### src/inc/smr_pkg.sv
package smr_pkg;

   // ****************************************
   // mode register addresses
   // ****************************************
   localparam logic [7:0] ADDR_LATENCY_CONFIG  = 8'h02;
   localparam logic [7:0] ADDR_DRIVE_STRENGTH  = 8'h03;
   localparam logic [7:0] ADDR_TEMP_STATUS     = 8'h04;
   localparam logic [7:0] ADDR_MAKER_ID        = 8'h05;
   localparam logic [7:0] ADDR_REVISION_ONE    = 8'h06;
   localparam logic [7:0] ADDR_REVISION_TWO    = 8'h07;
   localparam logic [7:0] ADDR_GEOMETRY        = 8'h08;
   localparam logic [7:0] ADDR_VENDOR_TEST     = 8'h09;
   localparam logic [7:0] ADDR_IMPEDANCE_CAL   = 8'h0A;

   // ****************************************
   // field positions and reset values
   // ****************************************
   localparam int         FLAG_BIT             = 7;
   localparam int         HOT_BIT              = 2;
   localparam logic [3:0] LATENCY_RESET        = 4'h1;
   localparam logic [3:0] LATENCY_MAX          = 4'h6;
   localparam logic [3:0] DRIVE_RESET          = 4'h2;
   localparam logic [2:0] RATE_RESET           = 3'h3;
   localparam logic [2:0] RATE_RESERVED        = 3'h4;
   localparam logic [2:0] RATE_LOW_LIMIT       = 3'h0;
   localparam logic [2:0] RATE_HIGH_LIMIT      = 3'h7;
   localparam logic [2:0] RATE_DERATE          = 3'h6;
   localparam logic [7:0] UNMAPPED_READ        = 8'h00;

   // ****************************************
   // calibration commands
   // ****************************************
   localparam logic [7:0] CAL_AFTER_INIT       = 8'hFF;
   localparam logic [7:0] CAL_LONG             = 8'hAB;
   localparam logic [7:0] CAL_SHORT            = 8'h56;
   localparam logic [7:0] CAL_DEFAULT_RESTORE  = 8'hC3;

   typedef enum logic [4:0] {
      SMR_CAL_NONE    = 5'b00001,
      SMR_CAL_INIT    = 5'b00010,
      SMR_CAL_LONG    = 5'b00100,
      SMR_CAL_SHORT   = 5'b01000,
      SMR_CAL_RESTORE = 5'b10000
   } smr_cal_e;

   // mode register command from the controller
   typedef struct packed {
      logic       write_en;
      logic       read_en;
      logic [7:0] mode_reg_address;
      logic [7:0] opcode_field;
   } smr_cmd_s;

   // read and write latency pair in clocks
   typedef struct packed {
      logic [3:0] read_latency;
      logic [3:0] write_latency;
   } smr_latency_s;

endpackage

### src/core/smr_mode_register_file.sv
`timescale 1ns/1ps
// Contract
// - latency field selects RL/WL pairs, 0001b default, codes above 0110b reserved
// - latency register decoded at mode-register address 02h
// - drive strength field at 03h, 0010b default, listed codes only
// - temperature register at 04h reports refresh-rate code in low three bits
// - codes 000b and 111b mark low or high temperature limit exceeded
// - refresh-rate bit 2 set means device above 85 degrees
// - update flag set when refresh-rate code changed since last read
// - reading temperature register clears the update flag
// - update flag is zero after power-up
// - address 05h returns fixed 8-bit maker identification
// - address 06h returns first revision identifier
// - address 07h returns second revision identifier
// - address 08h low two bits give device type
// - density in bits 5:2, I/O width in bits 7:6
// - address 09h vendor test register has no user function
// - write to 0Ah starts init, long, short or default calibration
// - reserved calibration codes are ignored, no calibration started
module smr_mode_register_file
   import smr_pkg::*;
#(
   parameter logic [7:0] MAKER_ID     = 8'h5A, // arbitrary value
   parameter logic [7:0] REVISION_ONE = 8'h11, // arbitrary value
   parameter logic [7:0] REVISION_TWO = 8'h22, // arbitrary value
   parameter logic [1:0] DEVICE_TYPE  = 2'h0,
   parameter logic [3:0] DENSITY      = 4'h4,
   parameter logic [1:0] IO_WIDTH     = 2'h1
) (
   // clock and reset
   input  wire logic         clock_in,
   input  wire logic         rst_n_in,
   // mode register command
   input  wire smr_cmd_s     cmd_in,
   output logic [7:0]        read_data_out,
   output logic              read_valid_out,
   // temperature sensor code, asynchronous
   input  wire logic [2:0]   sensor_rate_in,
   // configuration outputs
   output smr_latency_s      latency_out,
   output logic [3:0]        drive_strength_sel_out,
   output logic              derate_out,
   output logic              temp_limit_out,
   output logic              above_85c_out,
   // calibration request, one-cycle pulses
   output logic              cal_init_out,
   output logic              cal_long_out,
   output logic              cal_short_out,
   output logic              default_impedance_restore_out
);

   // ****************************************
   // parameter checks
   // ****************************************
   // reserved geometry codes would reach the controller unchanged
   initial begin
      if (DENSITY > 4'h9)
         $error("reserved density code");
      if (DEVICE_TYPE == 2'h3)
         $error("reserved device type code");
      if (IO_WIDTH == 2'h3)
         $error("unused io width code");
   end

   // ****************************************
   // reset release
   // ****************************************
   logic [1:0] rst_sync;
   logic       rst_n;
   // release is synchronised so no flop leaves reset a cycle early
   always_ff @(posedge clock_in or negedge rst_n_in) begin
      if (!rst_n_in)
         rst_sync <= 2'b00;
      else
         rst_sync <= {rst_sync[0], 1'b1};
   end
   assign rst_n = rst_sync[1];

   // ****************************************
   // sensor input synchroniser
   // ****************************************
   logic [2:0] sens_s1, sens_s2, sens_s3;
   // last two copies must agree, so a code caught mid-change is skipped
   always_ff @(posedge clock_in or negedge rst_n) begin
      if (!rst_n) begin
         sens_s1 <= RATE_RESET;
         sens_s2 <= RATE_RESET;
         sens_s3 <= RATE_RESET;
      end else begin
         sens_s1 <= sensor_rate_in;
         sens_s2 <= sens_s1;
         sens_s3 <= sens_s2;
      end
   end

   // ****************************************
   // register state
   // ****************************************
   logic [3:0]   latency_code, next_latency_code;
   logic [3:0]   drive_sel, next_drive_sel;
   logic [2:0]   rate_code, next_rate_code;
   logic         temp_flag, next_temp_flag;
   logic [7:0]   rdata, next_rdata;
   logic         rvalid, next_rvalid;
   smr_cal_e     cal_cmd, next_cal_cmd;
   smr_latency_s lat, next_lat;
   logic         sens_stable, rate_change, rd_temp;

   // limitations of this register file:
   //  - write-only registers read back as zero, not their contents
   //  - calibration is only requested here, its timing lives elsewhere
   //  - the test register takes no writes and reads as zero
   //  - a sensor code must settle two cycles before it is taken
   //  - writes to read-only addresses are dropped without notice

   // ****************************************
   // sensor acceptance
   // ****************************************
   // sensor update
   assign sens_stable = (sens_s2 == sens_s3);
   // reserved sensor code is never published
   assign rate_change = sens_stable && (sens_s3 != rate_code)
                        && (sens_s3 != RATE_RESERVED);
   assign rd_temp = cmd_in.read_en
                    && cmd_in.mode_reg_address == ADDR_TEMP_STATUS;

   // ****************************************
   // command decode
   // ****************************************
   // register writes and the sensor update share one next-state block
   always_comb begin
      next_latency_code = latency_code;
      next_drive_sel    = drive_sel;
      next_rate_code    = rate_code;
      next_temp_flag    = temp_flag;
      next_cal_cmd      = SMR_CAL_NONE;
      if (cmd_in.write_en) begin
         unique case (cmd_in.mode_reg_address)
            ADDR_LATENCY_CONFIG: begin
               if (cmd_in.opcode_field[3:0] != 4'h0 &&
                   cmd_in.opcode_field[3:0] <= LATENCY_MAX)
                  next_latency_code = cmd_in.opcode_field[3:0];
            end
            ADDR_DRIVE_STRENGTH: begin
               if (cmd_in.opcode_field[3:0] != 4'h0 &&
                   cmd_in.opcode_field[3:0] != 4'h5 &&
                   cmd_in.opcode_field[3:0] <= 4'h7)
                  next_drive_sel = cmd_in.opcode_field[3:0];
            end
            ADDR_IMPEDANCE_CAL: begin
               unique case (cmd_in.opcode_field)
                  CAL_AFTER_INIT:      next_cal_cmd = SMR_CAL_INIT;
                  CAL_LONG:            next_cal_cmd = SMR_CAL_LONG;
                  CAL_SHORT:           next_cal_cmd = SMR_CAL_SHORT;
                  CAL_DEFAULT_RESTORE: next_cal_cmd = SMR_CAL_RESTORE;
                  default:             next_cal_cmd = SMR_CAL_NONE;
               endcase
            end
            default: ;
         endcase
      end
      if (rd_temp)
         next_temp_flag = 1'b0;
      // change sets flag, wins over read clear
      if (rate_change) begin
         next_rate_code = sens_s3;
         next_temp_flag = 1'b1;
      end
   end

   // ****************************************
   // read data
   // ****************************************
   // the temperature read returns the pair before this cycle's update
   always_comb begin
      next_rvalid = cmd_in.read_en;
      next_rdata  = UNMAPPED_READ;
      if (cmd_in.read_en) begin
         unique case (cmd_in.mode_reg_address)
            ADDR_TEMP_STATUS: begin
               next_rdata                = {5'h00, rate_code};
               next_rdata[FLAG_BIT]      = temp_flag;
            end
            ADDR_MAKER_ID:     next_rdata = MAKER_ID;
            ADDR_REVISION_ONE: next_rdata = REVISION_ONE;
            ADDR_REVISION_TWO: next_rdata = REVISION_TWO;
            ADDR_GEOMETRY:
               next_rdata = {IO_WIDTH, DENSITY, DEVICE_TYPE};
            default:           next_rdata = UNMAPPED_READ;
         endcase
      end
   end

   // ****************************************
   // latency pair table
   // ****************************************
   // latency pair table
   always_comb begin
      next_lat = {4'h3, 4'h1};
      unique case (next_latency_code)
         4'h2:    next_lat = {4'h4, 4'h2};
         4'h3:    next_lat = {4'h5, 4'h2};
         4'h4:    next_lat = {4'h6, 4'h3};
         4'h5:    next_lat = {4'h7, 4'h4};
         4'h6:    next_lat = {4'h8, 4'h4};
         default: next_lat = {4'h3, 4'h1};
      endcase
   end

   // ****************************************
   // register update
   // ****************************************
   // flag clear at reset
   always_ff @(posedge clock_in or negedge rst_n) begin
      if (!rst_n) begin
         latency_code <= LATENCY_RESET;
         drive_sel    <= DRIVE_RESET;
         rate_code    <= RATE_RESET;
         temp_flag    <= 1'b0;
         rdata        <= 8'h00;
         rvalid       <= 1'b0;
         cal_cmd      <= SMR_CAL_NONE;
         lat          <= {4'h3, 4'h1};
      end else begin
         latency_code <= next_latency_code;
         drive_sel    <= next_drive_sel;
         rate_code    <= next_rate_code;
         temp_flag    <= next_temp_flag;
         rdata        <= next_rdata;
         rvalid       <= next_rvalid;
         cal_cmd      <= next_cal_cmd;
         lat          <= next_lat;
      end
   end

   // ****************************************
   // status flags
   // ****************************************
   logic derate_q, limit_q, hot_q;
   logic next_derate, next_limit, next_hot;

   always_comb begin
      next_derate = (next_rate_code == RATE_DERATE);
      next_limit  = (next_rate_code == RATE_LOW_LIMIT) ||
                    (next_rate_code == RATE_HIGH_LIMIT);
      next_hot    = next_rate_code[HOT_BIT];
   end

   // flags move in the same cycle as the stored code
   always_ff @(posedge clock_in or negedge rst_n) begin
      if (!rst_n) begin
         derate_q <= 1'b0;
         limit_q  <= 1'b0;
         hot_q    <= 1'b0;
      end else begin
         derate_q <= next_derate;
         limit_q  <= next_limit;
         hot_q    <= next_hot;
      end
   end

   // ****************************************
   // outputs
   // ****************************************
   assign read_data_out                 = rdata;
   assign read_valid_out                = rvalid;

   // configuration and status
   assign latency_out                   = lat;
   assign drive_strength_sel_out        = drive_sel;
   assign derate_out                    = derate_q;
   assign temp_limit_out                = limit_q;
   assign above_85c_out                 = hot_q;

   // calibration pulses
   assign cal_init_out                  = cal_cmd[1];
   assign cal_long_out                  = cal_cmd[2];
   assign cal_short_out                 = cal_cmd[3];
   assign default_impedance_restore_out = cal_cmd[4];

endmodule // smr_mode_register_file

### config.mk
export PLATFORM = sky130hd
export DESIGN_NAME = smr_mode_register_file
export DESIGN_NICKNAME = d
export VERILOG_FILES = /design/src/inc/smr_pkg.sv /design/src/core/smr_mode_register_file.sv
export SDC_FILE = /design/constraint.sdc
export NUM_CORES = 1
export LEC_CHECK = 0
export BUFFER_PORTS_ARGS = -buffer_cell sky130_fd_sc_hd__buf_2
export CAP_MARGIN = 20
export CORE_UTILIZATION = 25
export CTS_CLUSTER_SIZE = 10
export DETAILED_ROUTE_END_ITERATION = 16
export HOLD_SLACK_MARGIN = 0.1
export PLACE_DENSITY = 0.52
export SYNTH_ARGS = -nofsm -noshare
export SYNTH_HDL_FRONTEND = slang
export SYNTH_SLANG_ARGS = --single-unit
### constraint.sdc
create_clock -name clock_in -period 2 [get_ports clock_in]
set_input_delay 0 -clock clock_in [delete_from_list [all_inputs] [get_ports clock_in]]
set_output_delay 0 -clock clock_in [all_outputs]
set_load 0.02 [all_outputs]
; ---- Word level (Yosys, flattened, before mapping)
; Cells that the tools add are included.
[classes]
n_addsub = 0
mul = 0
div_mod_pow = 0
order_cmp = 2
eq_ne = 23
shifts = 0
mux = 12
bitwise = 0
n_reduce_logical = 11
[ops]
columns = op, n
row1 = $pmux W8 S5, 2
row2 = $eq A8 B3 Y1 const B, 4
row3 = $eq A8 B8 Y1 const B, 3
row4 = $pmux W5 S4, 1
row5 = $eq A8 B2 Y1 const B, 2
row6 = $eq A8 B4 Y1 const B, 2
row7 = $eq A4 B3 Y1 const B, 3
row8 = $mux W4, 3
row9 = $mux W5, 2
row10 = $eq A4 B2 Y1 const B, 2
row11 = $eq A8 B7 Y1 const B, 1
row12 = $le A4 B3 Y1 const B, 2
row13 = $mux W8, 1
row14 = $eq A3 B3 Y1 const B, 2
row15 = $logic_and A1 B1 Y1, 6
row16 = $ne A4 B3 Y1 const B, 1
row17 = $reduce_bool A4 Y1, 1
row18 = $eq A3 B3 Y1, 1
row19 = $logic_not A3 Y1, 1
row20 = $mux W3, 1
row21 = $ne A3 B3 Y1, 1
row22 = $ne A3 B3 Y1 const B, 1
row23 = $reduce_and A3 Y1, 1
row24 = $mux W1, 2
row25 = 2 further kinds, 2
[word_totals]
register_bits = 48
latchBits = 0
mem_bits_rw = 0
rom_bits = 0
inputBits = 23
output_inout_bits = 28
word_cells = 64
mem_count = 0

; ---- Logic depth before layout (Yosys ltp)
[depth]
ltp_word = 7
mapped_depth = 7
ltp_nobuf = 6

; ---- Worst setup path before layout
; OpenSTA, ideal clock, no wires.
[synth_timing]
path_kind = register to register
startpoint = register sens_s3[1]
endpoint = register derate_q (netlist: derate_out)
setup_ns = 0.073
arrival_time_ns = 1.600
required_ns = 1.927
path_slack_ns = 0.326
path_stages_with_launch = 6
path_buffers = 0
synth_period_minus_slack_ns = 1.674
path_cell_list = dfstp_2 > nor2b_1 > or3_1 > a211o_1 > mux2_2 > nor2_1
[synth_between]
elab_chain_len = 5
[synth_lines]
columns = item, line_no
row1 = start: declaration, smr_mode_register_file.sv:82  ; logic [2:0] sens_s1, sens_s2, sens_s3;
row2 = start signal: assignment, smr_mode_register_file.sv:92  ; sens_s3 <= sens_s2;
row3 = $eq A3 B3 Y1 / $ne A3 B3 Y1 (equally long branches), "smr_mode_register_file.sv:120, smr_mode_register_file.sv:122"
row4 = $logic_and A1 B1 Y1, smr_mode_register_file.sv:122  ; assign rate_change = sens_stable && (sens_s3 != rate_code)
row5 = $logic_and A1 B1 Y1, smr_mode_register_file.sv:123  ; && (sens_s3 != RATE_RESERVED);
row6 = $mux W3 (*), smr_mode_register_file.sv:165  ; if (rate_change) begin
row7 = $eq A3 B3 Y1 (*), smr_mode_register_file.sv:243  ; next_derate = (next_rate_code == RATE_DERATE);
row8 = net next_derate, smr_mode_register_file.sv:240  ; logic next_derate, next_limit, next_hot;
row9 = end signal: assignment, smr_mode_register_file.sv:256  ; derate_q <= next_derate;
row10 = end: declaration, smr_mode_register_file.sv:239  ; logic derate_q, limit_q, hot_q;
; The timed path passes the listed nets; every way through them passes the cells marked *.
; A chain may end at the register's enable or synchronous reset.

; ---- Final worst setup path
[layout_timing]
startpoint = input port cmd_in[3] (netlist name)
endpoint = register cal_cmd[4]
[layout_between]
elab_chain_len = 4
[layout_lines]
columns = item, line_no
row1 = start: declaration, smr_mode_register_file.sv:34  ; input wire smr_cmd_s cmd_in,
row2 = $eq A8 B8 Y1 / $eq A8 B7 Y1 (equally long branches), smr_mode_register_file.sv:151  ; unique case (cmd_in.opcode_field)
row3 = $pmux W5 S4 (*), smr_mode_register_file.sv:151
row4 = $mux W5 (*), smr_mode_register_file.sv:138  ; unique case (cmd_in.mode_reg_address)
row5 = $mux W5 (*), smr_mode_register_file.sv:137  ; if (cmd_in.write_en) begin
row6 = net next_cal_cmd[4], smr_mode_register_file.sv:105  ; smr_cal_e cal_cmd, next_cal_cmd;
row7 = end signal: assignment, smr_mode_register_file.sv:231  ; cal_cmd <= next_cal_cmd;
row8 = end: declaration, smr_mode_register_file.sv:105
; Marks and branches as above.

==> reports/results.txt <==
Setup slack, reg-to-reg: 0.20 ns
Switching pwr: 514 uW
Final setup margin: 0.0463 ns
Layout cells sized above 1: 36.3%
Final hold vios: 0
Dpl hpwl: 3.16 mm
Die Wd: 91.2 um
Core area: 7730 um2
Synth cell types: 49
Global route overflow: 0
Top cells by area, synth: dfrtp_1 (40%), dfstp_2 (17%), nor2_1 (3.4%), xor2_1 (3.1%), mux2_2 (2.3%)
Vias post-DR: 1,636
Count leader, synth: dfrtp_1
Initial antenna violation count: 0
Slew HR: 66.8%
H-tree level count: 2
Tot Pwr: 1860 uW
Synth area leader: dfrtp_1
Setup Skew: 0.00605 ns
Worst skew pair latency: 0.30 ns
Port-buffer cells: 49
Nets: 281
First-pass GRT wire length: 7.72 mm
CP max FO: 6
Sequential share of the synthesized area: 57.5%
Std-Cell Rows: 32
Area delta synth->final: 37.3%
Post-Syn Instances: 178
Slew @ Worst Pin: 0.494 ns
EDFF count, synth: 0
CTS tree: yes
Pre-CTS WS: 0.210 ns
Hold Crit Class: input pin to flip-flop
Top Usage Layer GRT: met2
Met2 Track Usage GR: 18.9%
Final ANT Viol Nets: 0
Clock power share: 31.3%
Comb pwr share: 14.5%
VDD IR max: 304 uV
Maximum number of pins on one net before global-route repair: 22
Yosys warnings: 0
P_int: 1350 uW
Synth top area share: 40.3%
Unrepaired setup endpoints after global routing: true
Crit path capture type: flip-flop
GR Util All Layers: 11.7%
Placed inst area: 2370 um2
Die H: 91.2 um
Crit path required time: 2.22 ns
Slew Viols, Final: 0
Setup bufs post-CTS: 0
Top cells by count, synth: dfrtp_1 (32), nor2_1 (18), dfstp_2 (13)
Routed WL: 4.45 mm
Clock transition at path regs: 0.09 ns
Fmax: 512 MHz
CTS root buffer: clkbuf_8
Initial DRC count: 186
Leak: 0.00127 uW
Post-layout min period: 1.95 ns
Asr flop ratio synth: 100%
Fill cells: 788
Max-cap violations: 0
Starting Density: 25.7%
Mapped Area: 1990 um2
Total clock sinks: 45
Final setup viols: 0
Tcrit/Tclk final: 97.7%
Vias in the first global route: 1,635
Switching fraction of total power: 27.6%
RePlAce Congestion: 0.750
Post-synth net total: 201
Die area: 8310 um2
Clock Path Buffers: 2
M1 GR Usage: 15.3%
Worst hold slack: 0.155 ns
Routed vias/inst: 4.53
Avg WL per Cell: 12.3 um
Status: finished, final reports clean
Design Area, Final: 2730 um2
Ports: 51
Main synth FF type: dfrtp_1
Pwr dens: 683 nW/um2
# DRC: 0
Seq cells post-synth: 45
TritonRoute pass-1 iters: 4
Clock buffer count from CTS: 5
WP data arrival: 2.17 ns
WS Path Type: input pin to flip-flop
Sequential power share: 54.3%
Syn_area_per_cell: 11.2 um2
Ant diodes: 0
Critical path startpoint category: input pin
Total negative setup slack: 0 ns
GR Util met3: 2.43%
[layout by cell type (no fill, tap or decap), types with 5 or more instances in the layout]
cell type      count
nand2_1            9
a21oi_1            5
dfrtp_1           31
buf_2             49
nor2_1            18
dlygate4sd3_1     26
nor3_1             7
xor2_1             7
nand3_1            8
clkbuf_8           5
inv_1              5
dfstp_2           13
o21ai_0            6
[state kept, by name, indices dropped and copies added, names as in the netlist, 2 cells and up]
signal                  cells
read_data_out               8
sens_s2                     3
cal_cmd                     4
rst_sync                    2
sens_s3                     3
drive_strength_sel_out      4
latency_code                4
latency_out                 7
rate_code                   2
sens_s1                     3
[final timing paths]
kind | startpoint | endpoint | cells after the start
max | cmd_in[3] | cal_cmd[4] | 7
min | cmd_in[1] | drive_strength_sel_out[1] | 4
max reg2reg | sens_s3[1] | derate_out | 5
min reg2reg | rst_sync[1] | sens_s1[2] | 0
max in group asynchronous | rst_sync[1] | latency_out[5] | 1
min in group asynchronous | rst_sync[1] | sens_s1[2] | 0
[power groups by stage]
stage	clock (uW)	sequential [uW]	combinational [uW]
global placement	0	1030	235
global route	641	1020	301
floorplan	0	1050	125
finish	583	1010	270
detailed placement	0	1030	237
CTS	612	1010	271
[metrics by stage]
stage / utilization, % / cells
floorplan: - / 178
global placement: 30.6 / 327
detailed placement: 30.6 / 327
CTS: 35.2 / 361
global route: 35.3 / 361
finish: 35.3 / 361
[worst max-delay path, stage by stage]
cell and delay (ns):
dlygate4sd3_1 0.53, buf_2 0.16, nor2_1 0.09, dlygate4sd3_1 0.55
nand3_1 0.09, dlygate4sd3_1 0.58, nor3_2 0.17
[per-layer routing]
layer / vias to the layer above / share of wire (%)
met1: 800 / 45
met2: 39 / 48
met5: - / 0
met3: 5 / 4.8
li1: 792 / -
met4: 0 / 1.3
[logic make-up (layout without fill, tap and decap cells)]
family | count (synthesis) | after routing | synth area share (%)
AO/OA/AOI/OAI | 28 | 28 | 10.1
XOR/XNOR | 7 | 7 | 3.08
buffers and inverters | 11 | 92 | 2.27
flip-flops | 45 | 45 | 57.5
multiplexers | 6 | 6 | 3.27
other | 2 | 2 | 0.378
AND/OR/NAND/NOR | 79 | 79 | 23.5
[what timing repair did]
action	in CTS	in global routing
endpoints found under the hold margin	20	0
hold buffers	26	0
gates resized for setup	0	2
endpoints found under the setup margin	0	5
[area by class of cell]
cell class	instances	area (um2)	share of cell area [%]
Multi-Input combinational cell	122	811	29.7
Sequential cell	45	1140	41.9
Timing Repair Buffer	79	536	19.6
Clock inverter	3	25.0	0.917
Inverter	5	18.8	0.687
Clock buffer	5	68.8	2.52
Tap cell	102	128	4.67
(Power assumes the default switching activity.)
